**src/phone_port_regs.vh**
```
// Constants for the telephone controller parallel port block
`ifndef PHONE_PORT_REGS_VH
`define PHONE_PORT_REGS_VH

// Port select codes for input and output instructions
`define PORT_KEY_A        3'h0
`define PORT_KEY_B        3'h1
`define PORT_GATED        3'h2
`define PORT_HOOK         3'h3
`define PORT_HOOK_OUT     3'h4
`define PORT_GENERAL      3'h5
`define PORT_EXTRA        3'h6
`define PORT_BIDIR        3'h7

// Reset values of output latches
`define HOOK_OUT_RESET    4'h0
`define GENERAL_RESET     4'hc
`define EXTRA_RESET       4'h0
`define BIDIR_RESET       4'h0

// Clock divider
`define CLK_DIVIDE        112
`define CLK_HALF          56

`endif

```
**src/phone_mcu_port_block.v**
```verilog
// Parallel port block of a 4-bit telephone controller
// Behaviour
// Two 4-bit pulled-down key input nibbles are read by input instructions.
// Gated input pull-down connects only while read or while input already low.
// Hook switch input is pulled up and readable by input instruction.
// Hook-gated output nibble drives its latch; latch clears at reset.
// Hook switch open or high forces hook-gated outputs low.
// General output nibble drives a latch written by output instructions.
// General latch resets with bits 0,1 cleared and bits 2,3 set.
// Extra output nibble drives a written latch, defined after reset.
// Extra output nibble resets low on all pins.
// Bidirectional nibble readable, writable, driving pins only in output mode.
// Strobe pin pulses when bidirectional latch is written.
// Strobe pin pulses when bidirectional nibble is read.
// Divided clock is system clock over 112 at 50% duty.
// Divided clock runs continuously with no software control.
`timescale 1ns/1ps
`include "phone_port_regs.vh"

module phone_mcu_port_block #(
    parameter DIVIDE = `CLK_DIVIDE
) (
    // Clock and reset
    input  wire       clk,
    input  wire       reset,
    // Core instruction port
    input  wire       inStrobe,
    input  wire       outStrobe,
    input  wire [2:0] portSel,
    input  wire [3:0] writeData,
    input  wire       bidirOutMode,
    output reg  [3:0] readData,
    // Input pins
    input  wire [3:0] keyInputNibbleA,
    input  wire [3:0] keyInputNibbleB,
    input  wire [3:0] gatedPulldownInput,
    output wire [3:0] gatedPulldownEnable,
    input  wire       hookSwitchInput,
    // Output pins
    output wire [3:0] hookGatedOutput,
    output wire [3:0] generalOutputNibble,
    output wire [3:0] extraOutputNibble,
    // Bidirectional pins
    input  wire [3:0] bidirNibbleIn,
    output wire [3:0] bidirNibbleOut,
    output wire [3:0] bidirNibbleOe,
    output reg        bidirStrobePin,
    // Divided clock
    output reg        dividedClockOut
);

    localparam        NUM_PINS = 17;
    localparam        HOOK_BIT = 12;
    localparam [31:0] HALF_W   = DIVIDE / 2;
    localparam [6:0]  HALF     = HALF_W[6:0];

    // Pin synchronisers: three stages, change accepted when stages two and three agree
    reg  [NUM_PINS-1:0] sync1_q;
    reg  [NUM_PINS-1:0] sync2_q;
    reg  [NUM_PINS-1:0] sync3_q;
    reg  [NUM_PINS-1:0] pinState_q;
    wire [NUM_PINS-1:0] pinRaw;

    assign pinRaw = {bidirNibbleIn, hookSwitchInput, gatedPulldownInput,
                     keyInputNibbleB, keyInputNibbleA};

    genvar i;
    generate
        for (i = 0; i < NUM_PINS; i = i + 1)
        begin : g_sync
            // Idle level: hook pin pulled up, all others pulled down
            localparam [0:0] IDLE = (i == HOOK_BIT) ? 1'b1 : 1'b0;

            always @(posedge clk)
            begin
                if (reset)
                begin
                    sync1_q[i]    <= IDLE;
                    sync2_q[i]    <= IDLE;
                    sync3_q[i]    <= IDLE;
                    pinState_q[i] <= IDLE;
                end
                else
                begin
                    sync1_q[i] <= pinRaw[i];
                    sync2_q[i] <= sync1_q[i];
                    sync3_q[i] <= sync2_q[i];
                    if (sync2_q[i] == sync3_q[i])
                        pinState_q[i] <= sync3_q[i];
                end
            end
        end
    endgenerate

    // Synchronised pin levels
    wire [3:0] keyA;
    wire [3:0] keyB;
    wire [3:0] gated;
    wire       hookHigh;
    wire [3:0] bidirIn;

    assign keyA     = pinState_q[3:0];
    assign keyB     = pinState_q[7:4];
    assign gated    = pinState_q[11:8];
    assign hookHigh = pinState_q[HOOK_BIT];
    assign bidirIn  = pinState_q[16:13];

    // Instruction decode
    wire readGated;
    wire writeHook;
    wire writeGeneral;
    wire writeExtra;
    wire bidirWrite;
    wire bidirRead;

    assign readGated    = inStrobe  && (portSel == `PORT_GATED);
    assign writeHook    = outStrobe && (portSel == `PORT_HOOK_OUT);
    assign writeGeneral = outStrobe && (portSel == `PORT_GENERAL);
    assign writeExtra   = outStrobe && (portSel == `PORT_EXTRA);
    assign bidirWrite   = outStrobe && (portSel == `PORT_BIDIR);
    assign bidirRead    = inStrobe  && (portSel == `PORT_BIDIR);

    // Output latches
    reg  [3:0] hookOut_q;
    wire [3:0] hookOut_d;
    reg  [3:0] hookGated_q;
    reg  [3:0] general_q;
    reg  [3:0] extra_q;
    reg  [3:0] bidir_q;
    reg        bidirOe_q;
    reg  [6:0] divCount_q;

    assign hookOut_d = writeHook ? writeData : hookOut_q;

    // Hook-gated latch and pin register
    always @(posedge clk)
    begin
        if (reset)
        begin
            hookOut_q   <= `HOOK_OUT_RESET;
            hookGated_q <= `HOOK_OUT_RESET;
        end
        else
        begin
            hookOut_q   <= hookOut_d;
            hookGated_q <= hookHigh ? 4'h0 : hookOut_d;
        end
    end

    // General output latch
    always @(posedge clk)
    begin
        if (reset)
            general_q <= `GENERAL_RESET;
        else if (writeGeneral)
            general_q <= writeData;
    end

    // Extra output latch
    always @(posedge clk)
    begin
        if (reset)
            extra_q <= `EXTRA_RESET;
        else if (writeExtra)
            extra_q <= writeData;
    end

    // Bidirectional latch and direction
    always @(posedge clk)
    begin
        if (reset)
        begin
            bidir_q   <= `BIDIR_RESET;
            bidirOe_q <= 1'b0;
        end
        else if (bidirWrite)
        begin
            bidir_q   <= writeData;
            bidirOe_q <= bidirOutMode;
        end
    end

    // Strobe pulse on every access of the bidirectional nibble
    always @(posedge clk)
    begin
        if (reset)
            bidirStrobePin <= 1'b0;
        else
            bidirStrobePin <= bidirWrite | bidirRead;
    end

    // Read data register, held until the next input instruction
    always @(posedge clk)
    begin
        if (reset)
            readData <= 4'h0;
        else if (inStrobe)
        begin
            case (portSel)
                `PORT_KEY_A:
                    readData <= keyA;
                `PORT_KEY_B:
                    readData <= keyB;
                `PORT_GATED:
                    readData <= gated;
                `PORT_HOOK:
                    readData <= {3'h0, hookHigh};
                `PORT_BIDIR:
                    readData <= bidirIn;
                default:
                    readData <= 4'h0;
            endcase
        end
    end

    // Free-running divider, no enable or stop
    always @(posedge clk)
    begin
        if (reset)
        begin
            divCount_q      <= 7'h00;
            dividedClockOut <= 1'b0;
        end
        else if (divCount_q == HALF - 7'h01)
        begin
            divCount_q      <= 7'h00;
            dividedClockOut <= ~dividedClockOut;
        end
        else
        begin
            divCount_q <= divCount_q + 7'h01;
        end
    end

    // Pull-down connected during a read of the port, or while the pin is low
    assign gatedPulldownEnable = {4{readGated}} | ~gated;

    assign hookGatedOutput     = hookGated_q;
    assign generalOutputNibble = general_q;
    assign extraOutputNibble   = extra_q;
    assign bidirNibbleOut      = bidir_q;
    assign bidirNibbleOe       = {4{bidirOe_q}};

endmodule // phone_mcu_port_block

```
**config.mk**
```make
export PLATFORM = sky130hd
export DESIGN_NAME = phone_mcu_port_block
export DESIGN_NICKNAME = d
export VERILOG_FILES = /design/src/phone_mcu_port_block.v
export VERILOG_INCLUDE_DIRS = /design/src
export SDC_FILE = /design/constraint.sdc
export NUM_CORES = 1
export LEC_CHECK = 0
export ABC_CLOCK_PERIOD_IN_PS = 1200
export BUFFER_PORTS_ARGS = -buffer_cell sky130_fd_sc_hd__buf_2
export CAP_MARGIN = 15
export CORE_UTILIZATION = 49
export DETAILED_ROUTE_END_ITERATION = 10
export PLACE_DENSITY_LB_ADDON = 0.15
export SKIP_LAST_GASP = 1
export SYNTH_ARGS = -nofsm -noshare
export SYNTH_HDL_FRONTEND = slang
export SYNTH_SLANG_ARGS = --single-unit
```
**constraint.sdc**
```tcl
create_clock -name clk -period 1.2 [get_ports clk]
set_input_delay 0.06 -clock clk [delete_from_list [all_inputs] [get_ports clk]]
set_output_delay 0.06 -clock clk [all_outputs]
set_load 0.05 [all_outputs]
```
# Yosys cells after proc, flatten, opt, wreduce, memory -nomap -nowiden

Cells that the tools add are included.

Logic and storage cells: 119
Output and inout bits: 30
Register bits after elaboration: 102
Input port bits: 29

Muxes and demuxes: 2
Equal/unequal tests: 25
Bitwise gates (word level): 4
Add/sub/neg operators: 1
Reductions and logical operators: 9

Operators with widths:

| kind                                                            | count |
|---|---|
| 4-bit one-hot mux with 5 select lines                           | 1 |
| 1-bit == test                                                   | 17 |
| 3-bit == test, second input constant                            | 4 |
| 7-bit by 1-bit adder with 7-bit output, second input constant   | 1 |
| 7-bit by 6-bit == test with 1-bit output, second input constant | 1 |
| 3-bit by 2-bit == test with 1-bit output, second input constant | 2 |
| 1-bit logical AND                                               | 6 |
| 4-bit 2-to-1 mux                                                | 1 |
| 4-bit NOT                                                       | 1 |
| 4-bit OR                                                        | 1 |
| 2-bit OR reduction                                              | 2 |
| 3-bit by 1-bit == test with 1-bit output, second input constant | 1 |
| 3-bit zero test                                                 | 1 |
| 1-bit NOT                                                       | 1 |
| 1-bit OR                                                        | 1 |

# Depth between registers and ports, before layout

Gate-level depths: netlist of run 1.

Depth after elaboration: 3
Mapped depth: 5
Mapped depth without buffers: 4

# Worst setup path after synthesis of run 1

Ideal clock, no wire load.

Path kind: register -> register
Start point: register divCount_q[0]
End point: register dividedClockOut
Path slack: 0.006 ns
Data required time: 1.130 ns
Period minus slack after synthesis: 1.194 ns
Stages on the path, launching flop included: 5
Arrival: 1.124 ns
Buffers on the path: 0
Setup time: 0.070 ns
Cell sequence: dfxtp_1 > ha_1 > nand4bb_1 > or3_1 > a21oi_1

Word-level cells in the longest chain between the ends: 1

RTL lines:

| element                                  | RTL line                   | text |
|---|---|---|
| start: declaration                       | phone_mcu_port_block.v:131 | `reg [6:0] divCount_q;` |
| start signal: assignment                 | phone_mcu_port_block.v:231 | `divCount_q <= divCount_q + 7'h01;` |
| 7-bit by 6-bit == test with 1-bit output | phone_mcu_port_block.v:224 | `else if (divCount_q == HALF - 7'h01)` |
| end signal: assignment                   | phone_mcu_port_block.v:227 | `dividedClockOut <= ~dividedClockOut;` |
| end: declaration                         | phone_mcu_port_block.v:49  | `output reg dividedClockOut` |

No other way between the ends.
A chain may end at the register's enable or synchronous reset.

# Final worst setup path of run 1

Start point: register divCount_q[0]
End point: register divCount_q[5]

Word-level cells in the longest chain between the ends: 2
Elaborated cells on any way between the ends: 3
Those cells by class: add/sub (1); eq/ne (1); reduce/logical (1)

RTL lines:

| element |
|---|
| parallel branches: the longest is 2 deep, another holds 7-bit by 1-bit adder with 7-bit output |

Parallel ways; which one is timed is not known.

==> metrics.txt, run 1 <==
CP arrival 1460 ps; FF+latch count, synth 102; I/O Buffers 58; number of fill cells in the layout 577; TNS Setup 0 ps; most frequent cells in the layout dfxtp_1, buf_2, nor2b_1, a21oi_1, nand2_1; maxcap violations 0; drt drc 0; post-DR vias/cell 4.94; first-pass GRT wire length 10.1 mm; nets 448; HPWL Detailed 4.05 mm; Synth Cell Area 3410 um^2; status completed; diode count 0; final cycle utilization of the critical path 0.974; Die Y 85.4 um; H-tree levels 3; DIE AREA 7300 um^2; core area 6760 um^2; Initial Util 0.505; top fanout value on the critical path 3; worst min path class in2reg; antenna-violating nets left 0; wire length per cell 12.4 um; Synth warnings 0; commonest non-fill, non-tap cell in the layout dfxtp_1; Avg Cell Area, Syn 10.3 um^2; Synth cell types 40; setup violators final 0; CTS clk-pin slew, worst paths 90 ps; register area share after synthesis 0.599; CTS Buf Count 9; fmax 855 MHz; Crit Path Class reg2reg; row count 30; leading area contributor after synthesis dfxtp_1; WHS 19.6 ps; Chip Width 85.4 um; Layout area overhead 26.8%; FF/Latch Area 2050 um^2; Initial DRT Pass Iterations 4; largest net degree at the start of global routing 57; Post-Route Skew 3.42 ps; Clk Latency, worst-skew pair 350 ps; antenna violations before repair 0; DR vias 2478; post-layout instance area 4330 um^2; Final Hold Viols 0; GR Util All Layers 0.181; worst slew pin tran 387 ps; Placer Congestion 0.736; clk buf depth 2; Max Slew Vio Count 0; CTS root buffer clkbuf_8; Leakage 1.78 nW; Clock Sink Count 102; VDD IR max 1.10 mV; Final Core Density 0.640; Cell Pwr Density 1460 nW/um^2; CP Launch Type register; RSZ-0062 raised after global routing true; top cells by area, synth dfxtp_1, nor2b_1, a21oi_1; area of the multi-input gates 1250 um^2; syn_nets 361; Critical Path RT 1490 ps; relative slew slack 0.741; Overflow after GRT 0; Iter 0 DRT Violations 91; Crit. End Element register; CTS tree done; layout cells sized above 1 0.256; Mapped Cells 331; share of the synthesized area in the top cell type 0.599; Routed WL 6.25 mm; vias in the first global route 2246; fin crit period 1170 ps; Placement Cell Area 3820 um^2; Top Ports 59
## path summary, 6_finish.rpt
kind	startpoint	to	slack, ps	depth (start not counted)
max reg2reg	divCount_q[0]	divCount_q[5]	30	4
min reg2reg	sync1_q[12]	sync2_q[12]	420	1
min	outStrobe	bidirNibbleOut[1]	20	3
max	divCount_q[0]	divCount_q[5]	30	4
## power by group
part	total [mW]	internal [mW]	switching, mW
logic	0.442	0.218	0.223
clock network	2.36	1.28	1.08
registers	3.53	3.48	0.0445
total	6.32	4.98	1.35
## synthesized netlist by cell type
| library cell | n |
|---|---|
| buf_4 | 8 |
| inv_1 | 3 |
| nor2_1 | 21 |
| nand4bb_1 | 1 |
| buf_1 | 1 |
| a31oi_1 | 1 |
| nand4_1 | 2 |
| or4b_4 | 1 |
| a22oi_1 | 1 |
| mux2_2 | 5 |
| buf_2 | 3 |
| dfxtp_1 | 102 |
| nor2b_1 | 48 |
| nor3b_1 | 2 |
| a311oi_1 | 1 |
| and4bb_1 | 2 |
| nor3_1 | 4 |
| nand3_1 | 10 |
| inv_2 | 1 |
| a222oi_1 | 3 |
| or3b_1 | 1 |
| xor2_1 | 2 |
| a211o_1 | 2 |
| or3_1 | 2 |
| nand4b_1 | 1 |
| nand2_1 | 26 |
| clkbuf_1 | 8 |
| nand2b_1 | 1 |
| xnor2_1 | 1 |
| mux2i_1 | 10 |
| nand3b_1 | 1 |
| ha_1 | 1 |
| or2_2 | 3 |
| o21bai_1 | 2 |
| and3_2 | 1 |
| a21oi_1 | 27 |
| buf_6 | 2 |
| o21ai_0 | 18 |
| nand4b_2 | 1 |
| o211ai_1 | 1 |
## routing by layer
metal / routed length [um] / track usage / share of wire / vias up
li1: - / - / - / 1281
met2: 2930 / 0.297 / 0.47 / 54
met3: 209 / 0.0379 / 0.033 / 8
met5: 0 / 0 / 0 / -
met4: 143 / 0.105 / 0.023 / 0
met1: 2960 / 0.221 / 0.47 / 1135
## timing repair
item | in CTS | in global routing
gates resized for setup | 4 | 9
pin swaps | 0 | 3
hold buffers | 22 | 0
hold endpoints to repair | 28 | 0
endpoints found under the setup margin | 5 | 9
buffers inserted | 0 | 1
## metrics by stage
step / instances / power (mW) / setup slack, ps
3_3_place_gp: 464 / 3.97 / -25.0
4_1_cts: 501 / 6.38 / -15.6
3_5_place_dp: 464 / 3.98 / -17.7
5_1_grt: 502 / 6.58 / -18.9
6_report: 502 / 6.32 / 30.6
2_1_floorplan: 331 / 3.84 / 5.67
## worst max-delay path: stages, from the launching register on
cell and delay [ps]:
dfxtp_4 370, buf_6 90, nand4_1 120, or3b_1 360, a31oi_1 160
## sequential cells by signal, summed over array words and instances, names as in the netlist
signal	cells
hookGatedOutput	4
keyB	4
gated	4
sync3_q	17
keyA	4
readData	4
bidirOe_q	1
hookOut_q	4
extraOutputNibble	4
bidirNibbleOut	4
bidirStrobePin	1
sync1_q	17
generalOutputNibble	4
bidirIn	4
sync2_q	17
dividedClockOut	1
hookHigh	1
divCount_q	7
## cells by family after synthesis
group	Yosys count	share of synthesized area
xor gates and xnor gates	3	0.00771
and+or+nand+nor	128	0.208
buffers and inverters	26	0.0429
adders and majority gates	1	0.00367
DFF	102	0.599
AOI/OAI and AO/OA	56	0.0932
muxes	15	0.0459
## cell type report
class,instances,area share
Clock buffer,12,0.0359
Clock inverter,3,0.0156
Inverter,4,0.00347
Multi-Input combinational cell,203,0.290
Sequential cell,102,0.474
Tap cell,80,0.0231
Timing Repair Buffer,98,0.158
No activity file was read; power rests on OpenSTA's default activity.
==> run 2: changes to the inputs <==
--- a/config.mk
+++ b/config.mk
@@ -11,7 +11,8 @@
 export CAP_MARGIN = 15
 export CORE_UTILIZATION = 49
 export DETAILED_ROUTE_END_ITERATION = 10
-export PLACE_DENSITY_LB_ADDON = 0.15
+export PLACE_DENSITY = 0.74
+export SKIP_CTS_REPAIR_TIMING = 1
 export SKIP_LAST_GASP = 1
 export SYNTH_ARGS = -nofsm -noshare
 export SYNTH_HDL_FRONTEND = slang
==> run 2 against run 1 <==
Net effect: the flow now finishes with violations (negative hold slack, negative setup slack); cell count up 0.20%; worst hold slack worse by 26 ps; die area unchanged; wire length up 3.8%; register-to-register slack worse by 70 ps; combinational power up 1%; maximum frequency down 5.4%; utilization down 0.13 points; clock power down 11%; first-iteration DRC count up 29%; count of clock-buffer cells in the layout down 3; power down 3.7%; critical endpoint is now dividedClockOut; largest power group unchanged; highest routed layer unchanged.
==> metrics.txt, run 2 (same netlist as run 1, synthesis figures left out) <==
status finished, violations left; failing checks negative hold slack, negative setup slack; vias in the first global route 2232 (-0.62%); Critical Path RT 1510 ps (+20 ps); Top Ports 59 (unchanged); row count 30 (unchanged); NetSw 1.42 mW (+5.4%); Die Y 85.4 um (unchanged); antenna violations before repair 0 (unchanged); HPWL Detailed 4.24 mm (+4.6%); CP Launch Type register; Iter 0 DRT Violations 117 (+29%); Clk pwr share 0.347 (-0.026); core area 6760 um^2 (unchanged); wire length per cell 12.9 um (+3.6%); top fanout value on the critical path 4 (+1); post-DR vias/cell 4.93 (about the same); DIE AREA 7300 um^2 (unchanged); maxcap violations 0 (unchanged); VDD IR max 1.00 mV (-9.3%); Placer Congestion 0.761 (+3.4%); final setup margin -36.3 ps (-67.0 ps); H-tree levels 3 (unchanged); CTS root buffer clkbuf_8; RSZ-0062 raised after global routing true; largest net degree at the start of global routing 26 (-54%); Final Hold Viols 1 (+1); I/O Buffers 58 (unchanged); CTS tree done; fmax 809 MHz (-5.4%); Seq pwr share 0.580 (+0.023); Cell Pwr Density 1410 nW/um^2 (-3.5%); GR Util All Layers 0.180 (-0.000903); post-layout instance area 4320 um^2 (-0.20%); Place WS -33.7 ps (-16.0 ps); Crit. End Element register; antenna-violating nets left 0 (unchanged); most frequent cells in the layout dfxtp_1, buf_2, nor2b_1, nand2_1, a21oi_1; DR vias 2482 (+0.16%); Int Pwr 4.67 mW (-6.2%); CP arrival 1540 ps (+80 ps); Layout area overhead 26.6%; Final Core Density 0.639 (-0.00130); sw frac 0.233 (+0.0201); worst min path class in2reg; CTS clk-pin slew, worst paths 90 ps (about the same); Overflow after GRT 0 (unchanged); final cycle utilization of the critical path 1.03 (+0.0558); layout cells sized above 1 0.270 (+0.0136); CTS Buf Count 9 (unchanged); Crit Path Class reg2reg; Largest regs sync1_q: 17 flops, sync2_q: 17 flops, sync3_q: 17 flops; Clk Latency, worst-skew pair 370 ps (+20 ps); Post-Route Skew 7.25 ps (+3.83 ps); diode count 0 (unchanged); clk buf depth 2 (unchanged); Initial Util 0.505 (unchanged); relative slew slack 0.714 (-0.0268); Routed WL 6.48 mm (+3.8%); drt drc 0 (unchanged); setup violators final 1 (+1); Initial DRT Pass Iterations 4 (unchanged); Placement Cell Area 3850 um^2 (+0.72%); Leakage 1.77 nW (-0.59%); Max Slew Vio Count 0 (unchanged); Chip Width 85.4 um (unchanged); nets 448 (unchanged); worst slew pin tran 428 ps (+41.0 ps); first-pass GRT wire length 10.1 mm (+0.21%); WHS -6.56 ps (-26.1 ps); commonest non-fill, non-tap cell in the layout dfxtp_1; Clock Sink Count 102 (unchanged); fin crit period 1240 ps (+67.0 ps); TNS Setup -36.3 ps (-36.3 ps); Comb power frac 0.073 (+0.003)
-- run 2: cell count changes in the layout (fill, tap and decap cells not counted), sizes merged --
cell         before  now
dlygate4sd3      22   20
clkinvlp          1    3
buf              73   75
clkbuf           15   12
bufinv            2    1
clkinv            0    3
-- run 2: stage by stage --
stage | total power [mW] | instances
final | 6.09 | 503
after floorplan | 3.84 | 331
after global routing | 6.37 | 503
after global placement | 3.98 | 466
after CTS | 6.09 | 482
after detailed placement | 3.99 | 466
-- run 2: power groups by stage --
stage          Clock [mW]  Combinational, mW  Sequential, mW
2_1_floorplan           0              0.210            3.63
3_3_place_gp            0              0.379            3.60
3_5_place_dp            0              0.387            3.60
4_1_cts              2.18              0.388            3.52
5_1_grt              2.33              0.490            3.54
6_report             2.11              0.447            3.53
-- run 2: final timing paths --
kind	end	depth (start not counted)	slack (ps)	from
worst max register to register	dividedClockOut	4	-40	divCount_q[1]
worst min register to register	sync2_q[12]	1	430	sync1_q[12]
worst max-delay path	dividedClockOut	4	-40	divCount_q[1]
worst min-delay path	bidirNibbleOut[2]	3	-7	writeData[2]
-- run 2: worst max-delay path, stage by stage, from the launching register on --
cell	delay [ps]
dfxtp_2	370
ha_4	160
nand4bb_4	130
or3_4	410
a21oi_2	120
-- run 2: layout make-up --
type                    instances  area (um^2)
fillers                       549         2440
flip-flops and latches        102         2050
multi-input cells             203         1260
repair buffers                 98          696
clock buffers                   9          124
well taps                      80          100
clock inverters                 7         75.1
inverters                       4         15.0
-- run 2: metal layers --
| layer | part of all wire | vias to the layer above | GRT usage | routed length [um] |
|---|---|---|---|---|
| met5 | 0 | - | 0 | 0 |
| met2 | 0.52 | 60 | 0.303 | 3340 |
| met3 | 0.047 | 5 | 0.0739 | 305 |
| met4 | 0.0062 | 0 | 0.0561 | 40 |
| met1 | 0.43 | 1138 | 0.210 | 2790 |
| li1 | - | 1279 | - | - |
==> run 3: changes to the inputs <==
--- a/config.mk
+++ b/config.mk
@@ -10,8 +10,10 @@
 export BUFFER_PORTS_ARGS = -buffer_cell sky130_fd_sc_hd__buf_2
 export CAP_MARGIN = 15
 export CORE_UTILIZATION = 49
+export CTS_BUF_LIST = sky130_fd_sc_hd__clkbuf_8 sky130_fd_sc_hd__clkbuf_16
 export DETAILED_ROUTE_END_ITERATION = 10
 export PLACE_DENSITY = 0.74
+export REMOVE_ABC_BUFFERS = 1
 export SKIP_CTS_REPAIR_TIMING = 1
 export SKIP_LAST_GASP = 1
 export SYNTH_ARGS = -nofsm -noshare
==> run 3 against run 2 <==
Net effect: the flow finishes with violations (negative hold slack); die area unchanged; maximum frequency increased by 4.3%; sequential cell count is the same; clock power down 2%; critical path type unchanged; critical endpoint unchanged.
==> metrics.txt, run 3 (same netlist as run 1, synthesis figures left out) <==
failing checks negative hold slack; hold path depth 3 (unchanged); worst min path class in2reg; worst slew pin tran 395 ps (-33.6 ps); final cycle utilization of the critical path 0.988 (-0.0424); Die Y 85.4 um (unchanged); Layout area overhead 23.7%; maxcap violations 0 (unchanged); clk buf depth 2 (unchanged); Routed WL 6.03 mm (-7.0%); relative slew slack 0.737 (+0.0224); vias in the first global route 2230 (-0.090%); layout cells sized above 1 0.260 (-0.00936); H-tree levels 3 (unchanged); most frequent cells in the layout dfxtp_1, buf_2, nor2b_1, a21oi_1, nand2_1; Top Ports 59 (unchanged); Final Hold Viols 2 (+1); Crit. Startpoint divCount_q[1]; top fanout value on the critical path 4 (unchanged); Place WS -32.8 ps (+0.845 ps); Clk Latency, worst-skew pair 360 ps (about the same); R2R depth 4 (unchanged); status finished, violations left; Chip Width 85.4 um (unchanged); fmax 844 MHz (+4.3%); drt drc 0 (unchanged); Crit Path Class reg2reg; antenna violations before repair 0 (unchanged); Overflow after GRT 0 (unchanged); CTS root buffer clkbuf_8; Largest regs sync1_q: 17 flops, sync2_q: 17 flops, sync3_q: 17 flops; WHS -5.34 ps (+1.22 ps); CTS tree done; wire length per cell 12.1 um (-6.2%); RSZ-0062 raised after global routing true; CTS Buf Count 9 (unchanged); final setup margin 14.6 ps (+50.9 ps); DR vias 2483 (+0.040%); HPWL Detailed 4.04 mm (-4.7%); Power, Total 6.00 mW (-1.4%); R2R setup slack 10 ps (+50 ps); I/O Buffers 58 (unchanged); Post-Route Skew 7.10 ps (-0.159 ps); Crit. End Element register; Leakage 1.75 nW (-1.3%); number of fill cells in the layout 569 (+3.6%); first-pass GRT wire length 9.60 mm (-5.3%); nets 444 (-0.89%); Critical R2R Launch divCount_q[1]; core area 6760 um^2 (unchanged); CP Launch Type register; post-DR vias/cell 4.98 (+0.84%); CTS clk-pin slew, worst paths 100 ps (about the same); Iter 0 DRT Violations 145 (+24%); row count 30 (unchanged); GR Util All Layers 0.171 (-0.00934); largest net degree at the start of global routing 31 (+19%); VDD IR max 0.756 mV (-25%); setup violators final 0 (-1); Worst Setup EP dividedClockOut; Initial Util 0.505 (unchanged); Max Slew Vio Count 0 (unchanged); DIE AREA 7300 um^2 (unchanged); fin crit period 1190 ps (-50.9 ps); Critical Path RT 1490 ps (-20 ps); Cell Pwr Density 1420 nW/um^2 (+0.85%); commonest non-fill, non-tap cell in the layout dfxtp_1; Initial DRT Pass Iterations 5 (+1); Placer Congestion 0.765 (+0.46%); r2r endpoint dividedClockOut; CP arrival 1470 ps (-70 ps); Clock Sink Count 102 (unchanged); diode count 0 (unchanged); antenna-violating nets left 0 (unchanged)
==> run 3: cell count changes in the layout (fill, tap and decap cells not counted), moves of 2 or more <==
cell,change
clkinv_2,+2
clkinvlp_4,-3
dlygate4sd3_1,-2
buf_4,+3
buf_6,-2
buf_12,-3
==> run 3: area by class of cell <==
type,count,area [um^2],area share
clock buffer,9,124,0.0294
tap,80,100,0.0237
multi-input combinational,203,1250,0.297
inverter,4,15.0,0.00356
clock inverter,7,66.3,0.0157
timing repair buffer,94,613,0.145
sequential,102,2050,0.485
==> run 3: critical path, cell delays in order, from the launching register on <==
cell,delay [ps]
dfxtp_2,370
ha_4,160
nand4bb_4,130
or3_1,320
a21oi_1,130
==> run 3: routing by layer <==
metal  share of wire  global-route usage
met5               0                   0
met4           0.032               0.118
met3           0.043              0.0379
met2            0.47               0.281
met1            0.46               0.199
==> run 3: where the power goes <==
part           leakage (nW)  internal (mW)  switching, mW
Sequential            0.833           3.48         0.0470
Combinational         0.810          0.200          0.218
Clock                 0.104          0.953           1.10
Total                  1.75           4.64           1.37
==> run 3: worst min path at each step <==
stage / from / endpoint / slack [ps]
2_1_floorplan: reset / bidirIn[0] / 130
3_3_place_gp: hookSwitchInput / sync1_q[12] / 240
3_5_place_dp: hookSwitchInput / sync1_q[12] / 250
4_1_cts: hookSwitchInput / sync1_q[12] / -140
5_1_grt: writeData[1] / bidirNibbleOut[1] / 6
6_report: writeData[1] / extraOutputNibble[1] / -5
==> run 3: metrics by stage <==
stage	setup TNS (ps)	std cells	area, um^2	util
after floorplan	-2430	309	3280	-
after global placement	-29.1	465	3800	0.563
after detailed placement	-98.3	465	3800	0.563
after CTS	-197	481	4000	0.591
after global routing	-82.5	499	4220	0.624
final	0	499	4220	0.624
